--- src/irq_pkg.sv ---
// Package: register offsets, field positions, reset values, timing for the
// interrupt flag and edge control block.
// Assumes a 100 MHz aclk and a 32-bit AXI4-Lite register bus.
package irq_pkg;
  // ==========================================================================
  // Register byte offsets
  localparam logic [5:0] OFS_HALL_EDGE   = 6'h00;
  localparam logic [5:0] OFS_EXT_EDGE    = 6'h04;
  localparam logic [5:0] OFS_CTRL_A      = 6'h08;
  localparam logic [5:0] OFS_CTRL_B      = 6'h0c;
  localparam logic [5:0] OFS_CTRL_C      = 6'h10;
  localparam logic [5:0] OFS_CTRL_D      = 6'h14;
  localparam logic [5:0] OFS_GRP_HALL    = 6'h18;
  localparam logic [5:0] OFS_GRP_CAPADC  = 6'h1c;
  localparam logic [5:0] OFS_GRP_PWM     = 6'h20;
  localparam logic [5:0] OFS_GRP_TMR2    = 6'h24;
  localparam logic [5:0] OFS_GRP_TMR0    = 6'h28;
  localparam logic [5:0] OFS_GRP_TMR1    = 6'h2c;
  localparam logic [5:0] OFS_GRP_TMR3TW  = 6'h30;
  localparam logic [5:0] OFS_LOW_SUPPLY  = 6'h34;
  // ==========================================================================
  // Field positions
  localparam int HALL_SRC_BIT    = 6;
  localparam int HALL_C_LSB      = 4;
  localparam int HALL_B_LSB      = 2;
  localparam int HALL_A_LSB      = 0;
  localparam int EXT_EDGE_LSB    = 0;
  localparam int GLOBAL_EN_BIT   = 0;
  localparam int CMP0_FLAG_BIT   = 6;
  localparam int CMP0_EN_BIT     = 3;
  localparam int EXT_FLAG_BIT    = 5;
  localparam int EXT_EN_BIT      = 2;
  localparam int GRP0_FLAG_BIT   = 4;
  localparam int GRP0_EN_BIT     = 1;
  localparam int OC_FLAG_BIT     = 7;
  localparam int LS_FLAG_BIT     = 6;
  localparam int GRP1_FLAG_BIT   = 5;
  localparam int NF_FLAG_BIT     = 4;
  localparam int LS_OUT_BIT      = 5;
  localparam int LS_ON_BIT       = 4;
  // Writable masks (unimplemented bits read zero)
  localparam logic [7:0] MASK_HALL_EDGE = 8'h7f;
  localparam logic [7:0] MASK_EXT_EDGE  = 8'h03;
  localparam logic [7:0] MASK_CTRL_A    = 8'h7f;
  localparam logic [7:0] MASK_FULL      = 8'hff;
  localparam logic [7:0] MASK_GRP_HALL  = 8'h77;
  localparam logic [7:0] MASK_GRP_PAIR  = 8'h33;
  localparam logic [7:0] MASK_GRP_TW    = 8'h77;
  localparam logic [7:0] MASK_LOW_SUP   = 8'h17;
  localparam logic [7:0] RESET_VALUE    = 8'h00;
  // Edge codes
  localparam logic [1:0] EDGE_OFF  = 2'h0;
  localparam logic [1:0] EDGE_RISE = 2'h1;
  localparam logic [1:0] EDGE_FALL = 2'h2;
  localparam logic [1:0] EDGE_BOTH = 2'h3;
  // Threshold codes
  localparam logic [2:0] THR_3V3 = 3'h5;
  localparam logic [2:0] THR_3V6 = 3'h6;
  localparam logic [2:0] THR_4V0 = 3'h7;
  // ==========================================================================
  // Timing
  localparam int CLK_PERIOD_NS    = 10;
  localparam int LOW_SUP_DELAY_NS = 150;
  localparam int LOW_SUP_DELAY_CYC =
    (LOW_SUP_DELAY_NS + CLK_PERIOD_NS - 1) / CLK_PERIOD_NS;
  localparam logic [1:0] AXI_OKAY   = 2'h0;
  localparam logic [1:0] AXI_SLVERR = 2'h2;
endpackage

--- src/irq_flag_edge.sv ---
// Interrupt flag and edge control: edge selection, request flags, enables,
// grouped vectors and low-supply detector interrupt, on AXI4-Lite.
// Assumes synchronous inputs on aclk and a CPU that takes cpu_irq_req.
// Function
// - Hall source bit picks Hall pins (0) or comparators 1-3 (1).
// - Hall C edge field: off, rising, falling, both edges.
// - Hall B edge field with the same coding.
// - Hall A edge field with the same coding.
// - External pin edge field: never, rising, falling, either edge.
// - Unimplemented register bits read back as zero.
// - Global enable bit 0 gates every request on cpu_irq_req; idle_wake is not gated by it.
// - Comparator 0 flag bit 6, enable bit 3 of control A.
// - External pin flag bit 5, enable bit 2, set by selected edge.
// - Group 0 flag bit 4, enable bit 1 of control A.
// - Control B holds overcurrent, low-supply, group 1, filter flags and enables.
// - Each source except primary_d_events[2] and group_c_events[2] has enable and flag; grouped sources share one vector.
// - Low-supply flag sets only after a fixed delay of output high.
// - In sleep the low-supply detector is forced off.
// - Pending low-supply request wakes from idle; software presets flag to avoid.
// - Threshold codes 101, 110, 111 select 3.3V, 3.6V, 4.0V; others reserved.
// - Flags and enables follow a type, number, E or F naming pattern.
`timescale 1ns/1ns
`default_nettype none
module irq_flag_edge
  import irq_pkg::*;
#(
  parameter int LS_DELAY = LOW_SUP_DELAY_CYC
) (
  input  wire logic        aclk,
  input  wire logic        aresetn,
  input  wire logic        clk_en,
  input  wire logic [5:0]  s_axi_awaddr,
  input  wire logic        s_axi_awvalid,
  output logic             s_axi_awready,
  input  wire logic [31:0] s_axi_wdata,
  input  wire logic [3:0]  s_axi_wstrb,
  input  wire logic        s_axi_wvalid,
  output logic             s_axi_wready,
  output logic [1:0]       s_axi_bresp,
  output logic             s_axi_bvalid,
  input  wire logic        s_axi_bready,
  input  wire logic [5:0]  s_axi_araddr,
  input  wire logic        s_axi_arvalid,
  output logic             s_axi_arready,
  output logic [31:0]      s_axi_rdata,
  output logic [1:0]       s_axi_rresp,
  output logic             s_axi_rvalid,
  input  wire logic        s_axi_rready,
  input  wire logic [2:0]  hall_pin,
  input  wire logic [2:0]  analog_comparator,
  input  wire logic        ext_pin,
  input  wire logic        comparator0_event,
  input  wire logic        overcurrent_event,
  input  wire logic        filtered_input_event,
  input  wire logic        low_supply_raw,
  input  wire logic [3:0]  primary_d_events,
  input  wire logic [3:0]  capadc_events,
  input  wire logic [3:0]  pwm_events,
  input  wire logic [1:0]  tmr2_events,
  input  wire logic [1:0]  tmr0_events,
  input  wire logic [1:0]  tmr1_events,
  input  wire logic [2:0]  tmr3tw_events,
  input  wire logic [2:0]  group_c_events,
  input  wire logic        sleep_mode,
  input  wire logic        idle_mode,
  output logic             cpu_irq_req,
  output logic             idle_wake,
  output logic             low_supply_detector_on,
  output logic [2:0]       low_supply_threshold_sel
);

  // ==========================================================================
  // Edge decode shared by Hall lines and external pin
  function automatic logic edge_hit(input logic [1:0] sel, input logic cur,
                                    input logic prev);
    unique case (sel)
      EDGE_OFF:  edge_hit = 1'b0;
      EDGE_RISE: edge_hit = cur & ~prev;
      EDGE_FALL: edge_hit = ~cur & prev;
      EDGE_BOTH: edge_hit = cur ^ prev;
    endcase
  endfunction

  // Register storage
  logic [7:0] hall_edge_q, ext_edge_q, ctrl_a_q, ctrl_b_q, ctrl_c_q, ctrl_d_q;
  logic [7:0] grp_hall_q, grp_capadc_q, grp_pwm_q, grp_tmr2_q, grp_tmr0_q;
  logic [7:0] grp_tmr1_q, grp_tmr3tw_q, low_sup_q;
  logic [2:0] hall_prev_q;
  logic       ext_prev_q, ls_out_prev_q;
  logic [15:0] ls_cnt_q;

  // ==========================================================================
  // AXI4-Lite write channel
  logic       aw_held_q, w_held_q;
  logic [5:0] aw_addr_q;
  logic [31:0] w_data_q;
  logic [3:0] w_strb_q;
  logic       wr_fire;
  logic       wr_hit;
  assign wr_fire = aw_held_q & w_held_q & ~s_axi_bvalid;

  // Capture address and data in either order
  always_ff @(posedge aclk) begin
    if (!aresetn) begin
      aw_held_q     <= 1'b0;
      w_held_q      <= 1'b0;
      aw_addr_q     <= 6'h00;
      w_data_q      <= 32'h0;
      w_strb_q      <= 4'h0;
      s_axi_awready <= 1'b0;
      s_axi_wready  <= 1'b0;
      s_axi_bvalid  <= 1'b0;
      s_axi_bresp   <= AXI_OKAY;
    end else if (clk_en) begin
      s_axi_awready <= ~aw_held_q & ~s_axi_awready & s_axi_awvalid;
      s_axi_wready  <= ~w_held_q & ~s_axi_wready & s_axi_wvalid;
      if (s_axi_awvalid && s_axi_awready) begin
        aw_held_q <= 1'b1;
        aw_addr_q <= s_axi_awaddr;
      end
      if (s_axi_wvalid && s_axi_wready) begin
        w_held_q <= 1'b1;
        w_data_q <= s_axi_wdata;
        w_strb_q <= s_axi_wstrb;
      end
      if (wr_fire) begin
        aw_held_q    <= 1'b0;
        w_held_q     <= 1'b0;
        s_axi_bvalid <= 1'b1;
        s_axi_bresp  <= wr_hit ? AXI_OKAY : AXI_SLVERR;
      end else if (s_axi_bvalid && s_axi_bready) begin
        s_axi_bvalid <= 1'b0;
      end
    end
  end

  logic       wr_lane;
  logic [7:0] wr_byte;
  assign wr_lane = wr_fire & w_strb_q[0];
  assign wr_byte = w_data_q[7:0];
  assign wr_hit  = (aw_addr_q <= OFS_LOW_SUPPLY) && (aw_addr_q[1:0] == 2'h0);

  // Write strobe per register
  function automatic logic wsel(input logic [5:0] ofs);
    wsel = wr_lane && (aw_addr_q == ofs);
  endfunction

  // ==========================================================================
  // Edge sources
  logic [2:0] hall_src;
  logic [2:0] hall_hit;
  logic       ext_hit;
  assign hall_src = hall_edge_q[HALL_SRC_BIT] ? analog_comparator : hall_pin;
  assign hall_hit[2] = edge_hit(hall_edge_q[HALL_C_LSB +: 2], hall_src[2],
                                hall_prev_q[2]);
  assign hall_hit[1] = edge_hit(hall_edge_q[HALL_B_LSB +: 2], hall_src[1],
                                hall_prev_q[1]);
  assign hall_hit[0] = edge_hit(hall_edge_q[HALL_A_LSB +: 2], hall_src[0],
                                hall_prev_q[0]);
  assign ext_hit = edge_hit(ext_edge_q[EXT_EDGE_LSB +: 2], ext_pin, ext_prev_q);

  // Previous levels for edge detection
  always_ff @(posedge aclk) begin
    if (!aresetn) begin
      hall_prev_q   <= 3'h0;
      ext_prev_q    <= 1'b0;
      ls_out_prev_q <= 1'b0;
    end else if (clk_en) begin
      hall_prev_q   <= hall_src;
      ext_prev_q    <= ext_pin;
      ls_out_prev_q <= low_sup_q[LS_OUT_BIT];
    end
  end

  // Config registers
  always_ff @(posedge aclk) begin
    if (!aresetn) begin
      hall_edge_q <= RESET_VALUE;
      ext_edge_q  <= RESET_VALUE;
    end else if (clk_en) begin
      if (wsel(OFS_HALL_EDGE)) hall_edge_q <= wr_byte & MASK_HALL_EDGE;
      if (wsel(OFS_EXT_EDGE))  ext_edge_q  <= wr_byte & MASK_EXT_EDGE;
    end
  end

  // ==========================================================================
  // Group (multi-function) registers: upper nibble flags, lower enables;
  // hardware sets, only software clears, set wins
  function automatic logic [7:0] grp_next(input logic [7:0] cur, input logic we,
                                          input logic [3:0] ev,
                                          input logic [7:0] mask);
    logic [7:0] v;
    v = we ? wr_byte : cur;
    v[7:4] = v[7:4] | ev;
    grp_next = v & mask;
  endfunction

  always_ff @(posedge aclk) begin
    if (!aresetn) begin
      grp_hall_q   <= RESET_VALUE;
      grp_capadc_q <= RESET_VALUE;
      grp_pwm_q    <= RESET_VALUE;
      grp_tmr2_q   <= RESET_VALUE;
      grp_tmr0_q   <= RESET_VALUE;
      grp_tmr1_q   <= RESET_VALUE;
      grp_tmr3tw_q <= RESET_VALUE;
    end else if (clk_en) begin
      grp_hall_q   <= grp_next(grp_hall_q, wsel(OFS_GRP_HALL),
                               {1'b0, hall_hit}, MASK_GRP_HALL);
      grp_capadc_q <= grp_next(grp_capadc_q, wsel(OFS_GRP_CAPADC), capadc_events,
                               MASK_FULL);
      grp_pwm_q    <= grp_next(grp_pwm_q, wsel(OFS_GRP_PWM), pwm_events, MASK_FULL);
      grp_tmr2_q   <= grp_next(grp_tmr2_q, wsel(OFS_GRP_TMR2),
                               {2'h0, tmr2_events}, MASK_GRP_PAIR);
      grp_tmr0_q   <= grp_next(grp_tmr0_q, wsel(OFS_GRP_TMR0),
                               {2'h0, tmr0_events}, MASK_GRP_PAIR);
      grp_tmr1_q   <= grp_next(grp_tmr1_q, wsel(OFS_GRP_TMR1),
                               {2'h0, tmr1_events}, MASK_GRP_PAIR);
      grp_tmr3tw_q <= grp_next(grp_tmr3tw_q, wsel(OFS_GRP_TMR3TW),
                               {1'b0, tmr3tw_events}, MASK_GRP_TW);
    end
  end

  // Group pending: any enabled sub-source flag
  function automatic logic grp_any(input logic [7:0] r);
    grp_any = |(r[7:4] & r[3:0]);
  endfunction

  // ==========================================================================
  // Low-supply detector: forced off in sleep, delayed flag
  logic ls_active;
  logic ls_set;
  assign ls_active = low_sup_q[LS_ON_BIT] & ~sleep_mode;

  always_ff @(posedge aclk) begin
    if (!aresetn) begin
      low_sup_q <= RESET_VALUE;
      ls_cnt_q  <= 16'h0;
    end else if (clk_en) begin
      if (wsel(OFS_LOW_SUPPLY))
        low_sup_q[4:0] <= wr_byte[4:0] & MASK_LOW_SUP[4:0];
      low_sup_q[LS_OUT_BIT] <= ls_active & low_supply_raw;
      if (!low_sup_q[LS_OUT_BIT])
        ls_cnt_q <= 16'h0;
      else if (ls_cnt_q != LS_DELAY[15:0])
        ls_cnt_q <= ls_cnt_q + 16'h1;
    end
  end
  assign ls_set = low_sup_q[LS_OUT_BIT] && (ls_cnt_q == LS_DELAY[15:0] - 16'h1);

  // ==========================================================================
  // Primary control registers: set wins over a software clear
  always_ff @(posedge aclk) begin
    if (!aresetn) begin
      ctrl_a_q <= RESET_VALUE;
      ctrl_b_q <= RESET_VALUE;
      ctrl_c_q <= RESET_VALUE;
      ctrl_d_q <= RESET_VALUE;
    end else if (clk_en) begin
      ctrl_a_q <= ((wsel(OFS_CTRL_A) ? wr_byte : ctrl_a_q)
                   | {1'b0, comparator0_event, ext_hit,
                      grp_any(grp_hall_q), 4'h0}) & MASK_CTRL_A;
      ctrl_b_q <= (wsel(OFS_CTRL_B) ? wr_byte : ctrl_b_q)
                  | {overcurrent_event, ls_set,
                     grp_any(grp_capadc_q), filtered_input_event, 4'h0};
      ctrl_c_q <= (wsel(OFS_CTRL_C) ? wr_byte : ctrl_c_q)
                  | {grp_any(grp_tmr1_q), grp_any(grp_tmr0_q),
                     grp_any(grp_tmr2_q), grp_any(grp_pwm_q), 4'h0};
      ctrl_d_q <= (wsel(OFS_CTRL_D) ? wr_byte : ctrl_d_q)
                  | {primary_d_events[3], grp_any(grp_tmr3tw_q),
                     primary_d_events[1:0] | group_c_events[1:0], 4'h0};
    end
  end

  // ==========================================================================
  // CPU request and idle wake
  logic any_pending;
  // Control A pairs flags 6..4 with enables 3..1; bit 0 is the global enable
  assign any_pending = |(ctrl_a_q[6:4] & ctrl_a_q[3:1])
                     | |(ctrl_b_q[7:4] & ctrl_b_q[3:0])
                     | |(ctrl_c_q[7:4] & ctrl_c_q[3:0])
                     | |(ctrl_d_q[7:4] & ctrl_d_q[3:0]);

  always_ff @(posedge aclk) begin
    if (!aresetn) begin
      cpu_irq_req              <= 1'b0;
      idle_wake                <= 1'b0;
      low_supply_detector_on   <= 1'b0;
      low_supply_threshold_sel <= 3'h0;
    end else if (clk_en) begin
      cpu_irq_req <= ctrl_a_q[GLOBAL_EN_BIT] & any_pending;
      idle_wake   <= idle_mode & ls_set & ~ctrl_b_q[LS_FLAG_BIT];
      low_supply_detector_on   <= ls_active;
      low_supply_threshold_sel <= low_sup_q[2:0];
    end
  end

  // ==========================================================================
  // AXI4-Lite read channel
  logic [7:0] rd_byte;
  logic       rd_hit;
  always_comb begin
    rd_hit  = 1'b1;
    rd_byte = 8'h00;
    unique case (s_axi_araddr)
      OFS_HALL_EDGE:  rd_byte = hall_edge_q;
      OFS_EXT_EDGE:   rd_byte = ext_edge_q;
      OFS_CTRL_A:     rd_byte = ctrl_a_q;
      OFS_CTRL_B:     rd_byte = ctrl_b_q;
      OFS_CTRL_C:     rd_byte = ctrl_c_q;
      OFS_CTRL_D:     rd_byte = ctrl_d_q;
      OFS_GRP_HALL:   rd_byte = grp_hall_q;
      OFS_GRP_CAPADC: rd_byte = grp_capadc_q;
      OFS_GRP_PWM:    rd_byte = grp_pwm_q;
      OFS_GRP_TMR2:   rd_byte = grp_tmr2_q;
      OFS_GRP_TMR0:   rd_byte = grp_tmr0_q;
      OFS_GRP_TMR1:   rd_byte = grp_tmr1_q;
      OFS_GRP_TMR3TW: rd_byte = grp_tmr3tw_q;
      OFS_LOW_SUPPLY: rd_byte = low_sup_q;
      default:        rd_hit  = 1'b0;
    endcase
  end

  // One read at a time, answer one cycle after address taken
  always_ff @(posedge aclk) begin
    if (!aresetn) begin
      s_axi_arready <= 1'b0;
      s_axi_rvalid  <= 1'b0;
      s_axi_rdata   <= 32'h0;
      s_axi_rresp   <= AXI_OKAY;
    end else if (clk_en) begin
      s_axi_arready <= s_axi_arvalid & ~s_axi_arready & ~s_axi_rvalid;
      if (s_axi_arvalid && s_axi_arready) begin
        s_axi_rvalid <= 1'b1;
        s_axi_rdata  <= {24'h0, rd_byte};
        s_axi_rresp  <= rd_hit ? AXI_OKAY : AXI_SLVERR;
      end else if (s_axi_rvalid && s_axi_rready) begin
        s_axi_rvalid <= 1'b0;
      end
    end
  end
endmodule // irq_flag_edge
`default_nettype wire

--- config.mk ---
export PLATFORM = sky130hd
export DESIGN_NAME = irq_flag_edge
export DESIGN_NICKNAME = d
export VERILOG_FILES = /design/src/irq_pkg.sv /design/src/irq_flag_edge.sv
export SDC_FILE = /design/constraint.sdc
export NUM_CORES = 1
export LEC_CHECK = 0
export BUFFER_PORTS_ARGS = -buffer_cell sky130_fd_sc_hd__buf_4
export CAP_MARGIN = 20
export CORE_MARGIN = 2
export CORE_UTILIZATION = 30
export CTS_CLUSTER_DIAMETER = 30
export CTS_CLUSTER_SIZE = 16
export DETAILED_ROUTE_END_ITERATION = 8
export PLACE_DENSITY = 0.58
export RECOVER_POWER = 25
export SKIP_LAST_GASP = 1
export SYNTH_ARGS = -nofsm -noshare
export SYNTH_HDL_FRONTEND = slang
export SYNTH_SLANG_ARGS = --single-unit
--- constraint.sdc ---
create_clock -name aclk -period 4.65 [get_ports aclk]
set_input_delay 0.93 -clock aclk [delete_from_list [all_inputs] [get_ports aclk]]
set_output_delay 0.93 -clock aclk [all_outputs]
set_load 0.005 [all_outputs]
# After elaboration in Yosys (flattened, before gate mapping)
# Cells that the tools add are included.
[classes]
n_addsub = 1
n_mul = 0
div = 0
n_lt_le_gt_ge = 1
eq_ne = 41
shift = 0
n_mux = 30
bitwise_logic = 69
n_reduce_logical = 63
[ops]
columns = ["operator", "n"]
rows = [
  ["$pmux 8 s14", 1],
  ["$eq 6x6->1 const B", 12],
  ["$eq 6x5->1 const B", 8],
  ["$mux 8", 5],
  ["$reduce_or 4->1", 10],
  ["$reduce_and 2->1", 19],
  ["$mux 16", 2],
  ["$eq 6x4->1 const B", 4],
  ["$or 8x8->8", 3],
  ["$and 1x1->1", 22],
  ["$logic_and 1x1->1", 21],
  ["$mux 7", 3],
  ["$and 4x4->4", 5],
  ["$mux 6", 3],
  ["$not 1->1", 17],
  ["$add 16x1->16 const B", 1],
  ["$eq 16x4->1 const B", 1],
  ["$eq 2x2->1 const B", 8],
  ["$ne 16x4->1 const B", 1],
  ["$pmux 1 s4", 4],
  ["$reduce_or 14->1", 1],
  ["$eq 6x3->1 const B", 2],
  ["$logic_not 6->1", 2],
  ["$logic_not 2->1", 5],
  ["other kinds (16)", 45],
]
[totals]
reg_bits = 145
latchBits = 0
ram_bits = 0
romBits = 0
inputBits = 93
out_inout_bits = 47
wordCells = 247
mem_count = 0

# Logic depth before layout (Yosys ltp)
[depth]
ltp_word = 6
mapped_depth = 9
ltp_nobuf = 8

# Worst setup path before layout
# No wires, ideal clock.
[synth_path]
path_type = "in2reg"
from = "input s_axi_araddr[5]"
to = "register s_axi_rdata[5]"
setup_ps = 60
arrival_ps = 2205
t_required_ps = 4590
path_slack_ps = 2386
cell_stages = 6
path_buffers = 1
cell_sequence = "buf_2 or4b_2 nor2_1 a22oi_1 nand3_1 o311a_1"
[synth_via]
elab_chain_len = 2
word_cells_on_any_way = 15
cone_classes = "13 x eq/ne; 1 x mux; 1 x reduce/logical"
[synth_rtl]
columns = ["element", "line", "text"]
rows = [
  ["start: declaration", "irq_flag_edge.sv:42", "input wire logic [5:0] s_axi_araddr,"],
  ["$eq 6x6->1, or another cell as far along", "irq_flag_edge.sv:305", "unique case (s_axi_araddr)"],
  ["$pmux 8 s14 (*)", "irq_flag_edge.sv:305", ""],
  ["end signal: assignment", "irq_flag_edge.sv:335", "s_axi_rdata <= {24'h0, rd_byte};"],
  ["end: declaration", "irq_flag_edge.sv:45", "output logic [31:0] s_axi_rdata,"],
]
# Every way passes the cells marked *; elsewhere a longest branch is shown, timed or not.
# A chain may end at the register's enable or synchronous reset.

==> impl_metrics.ini <==
[sta]
period_needed_ns = 3.14
worst_pin_slew_ns = 1.74
final-hold-violation-count = 0
relSlewSlack = -0.159
clock_skew_ns = 0.0133
setup_tns_ns = 0
setup_violations = 0
fmax_mhz = 318
drv_slew = 104
fin_crit_sh = 0.675
rsz0062_at_grt = no

[status]
violations = capacitance limit, slew limit
status = finished, violations left

[cells_and_area]
regArea_um2 = 2860
fin_nets = 969
fin_area_um2 = 8670
fillCellCount = 2472
area_delta_synth_final_pct = 18.1
multiInputGateArea_um2 = 4090
drive_gt1_frac = 0.159

[critical_path]
rr_worst_depth = 4
r2r_setup_slack_ns = 2.46
path_max_fanout = 103
end_kind = register
worstPathCellList = clkbuf_1 -> clkbuf_2 -> nand2b_1 -> a21oi_1
crit_type = input port to register
critPathRequiredTime_ns = 5.01
crit_path_start_kind = input port
max_stage_delay_ns = 1.39
rr_startpoint = aw_addr_q[3]
r2r-end = ctrl_a_q[5]
critical_path_arrival_ns = 3.50
startpoint = aresetn
cp_slowest_cell = clkbuf_2

[global_routing]
busiest_layer = met2
grt_pass1_wl_um = 33200
grt-ovfl-total = 0
grt_pass1_vias = 5725
antenna_found_initial = 0
use_met3 = 0.0325
gr-usage-met1 = 0.234
grt_max_degree = 104
use_met2 = 0.255
grtUsageTotal = 0.168

[clocking]
cts_tree = done
cts_made_buffers = 17
ctsHoldBuffers = 0
post-cts-setup-buffer-count = 0
cts_num_sinks = 143
clk_latency_ns = 0.43
cts_buffer_depth = 2
cts_resized = 0
clkSlewWorstSetupHoldPaths_ns = 0.06
cts_root_buf = clkbuf_16
h-tree-depth = 4

[hold_path]
worstHoldPathCells = 2
hold-path-endpoint = idle_wake
hold_path_class = register to register
min_from = idle_wake

[routing]
vias = 5991
drt_iter0_markers = 460
postRouteAntennaNets = 0
wire_per_inst_um = 17.8
postRouteWirelength_um = 21400
remaining_drc_errors = 0
first_pass_iters = 5
vias_per_cell = 4.98

[place]
numPortBuffers = 84
dpl_cell_area_um2 = 8090
hpwlAfterDp_um = 15400
gp_congestion = 0.936

[flow_run]
maxCapViolCount = 1

[synth]
syn_inst = 809
avgSynthCellArea_um2 = 9.08
seq_area_frac_synth = 0.390
ys_top_cells_by_area = dfxtp_1, mux2i_1, a21boi_0
netlist.area_leader.share = 0.390
ys.flop_type = dfxtp_1
synthDistinctLibCells = 63
synth-edff-count = 0
ys_ff_latch = 143
netlist_area_um2 = 7340
synth_warnings = 0
async_reset_ff_frac = 0
yosys.area.top_type = dfxtp_1

[power]
irDropWorstVdd_mv = 0.182
p_per_area_nw_per_um2 = 326
p_leak_nw = 3.48

[floorplanning]
ioPinCount = 140
die_x_um = 160
dieArea_um2 = 25700
num_rows = 57
start_util = 0.304
core_area_um2 = 24200
die_h_um = 160
-- cells in the mapped netlist, types with 10 or more instances --
master	instances
nand3_1	36
clkbuf_1	37
nor2_1	33
a21boi_0	60
a22oi_1	15
nand2_1	90
inv_1	17
buf_2	10
a22o_1	10
a21oi_1	11
ha_1	10
mux2i_1	90
buf_4	27
dfxtp_1	143
nor2b_1	64
o21ai_0	32
-- sequential cells by signal, indices dropped and copies added (netlist names), 2 cells and up --
signal                    flops
grp_hall_q                    6
low_supply_threshold_sel      3
low_sup_q                     5
grp_capadc_q                  8
grp_pwm_q                     8
ctrl_b_q                      8
s_axi_rdata                   8
hall_prev_q                   3
ctrl_a_q                      7
ext_edge_q                    2
grp_tmr1_q                    4
grp_tmr3tw_q                  6
ls_cnt_q                     16
grp_tmr0_q                    4
hall_edge_q                   7
aw_addr_q                     6
grp_tmr2_q                    4
ctrl_d_q                      8
w_data_q                      8
ctrl_c_q                      8
-- cell type report --
cell class                      count  area share
Sequential cell                   143       0.330
Multi-Input combinational cell    598       0.472
Tap cell                          324      0.0467
Inverter                           17     0.00736
Timing Repair Buffer               89      0.0754
Antenna cell                        1    0.000289
Clock buffer                       20      0.0527
Clock inverter                     11      0.0154
-- worst max-delay path, delay by kind of cell --
kind,cells,cell delay [ns]
AOI/OAI and AO/OA,1,0.17
buffers and inverters,2,2.18
and+or+nand+nor,1,0.20
-- through the flow --
stage               total power, mW  hold slack (ns)  utilization  instances  setup WS [ns]
floorplan                      1.40            0.453            -        834           2.39
global route                   2.92            0.486        0.359       1202           1.07
detailed placement             1.48            0.456        0.335       1171           1.58
global placement               1.47            0.454        0.335       1171           1.57
CTS                            2.85            0.463        0.359       1202           2.03
finish                         2.83            0.461        0.359       1203           1.51
-- worst max path at each step --
stage	to	slack (ns)	cells after the start
after floorplan	s_axi_rdata[5]	2.39	6
after global placement	s_axi_rdata[4]	1.57	6
after detailed placement	grp_capadc_q[4]	1.58	6
after CTS	grp_capadc_q[6]	2.03	6
after global routing	aw_held_q	1.07	4
final	aw_held_q	1.51	4
-- layout by cell type (no fill, tap or decap), types with 4 or more instances in the layout --
master     instances
clkbuf_16         17
clkbuf_4          20
a21boi_0          60
or3_1              6
nand2b_1           4
nor2b_1           64
xor2_1             6
conb_1            26
nor4b_1            4
nor2_1            33
and3_1             4
dfxtp_1          143
xnor2_1            4
nor3_1             8
clkbuf_1           4
a22oi_1           15
mux4_2             4
o211a_1            4
and2_1             5
a31oi_1            4
nand2_1           90
inv_1             17
ha_1              10
a22o_1            10
mux2i_1           90
a221oi_1           5
a21oi_1           11
nand3_1           36
mux2_2             8
o21ai_0           32
buf_4             65
-- layer usage --
layer	wire, µm	up-vias
met5	0	-
met4	489	0
met3	1360	37
met2	9300	209
met1	10300	2810
li1	-	2935
-- logic make-up (layout without fill, tap and decap cells) --
kind of cell,after synthesis,count (layout),share of synthesized area
AO/OA/AOI/OAI,168,168,0.164
XOR/XNOR,10,10,0.0119
AND/OR/NAND/NOR,282,282,0.204
adder cells (fa/ha/maj),10,10,0.0170
flip-flops,143,143,0.390
other,1,27,0.000511
buffers and inverters,93,137,0.0654
multiplexers,102,102,0.147
-- power by group --
part	leakage [nW]	switching (mW)	total (mW)	internal, mW
logic	2.04	0.0901	0.174	0.0840
registers	1.16	0.0287	1.27	1.25
clock network	0.281	0.559	1.38	0.821
total	3.48	0.678	2.83	2.15
(Power assumes the default switching activity.)
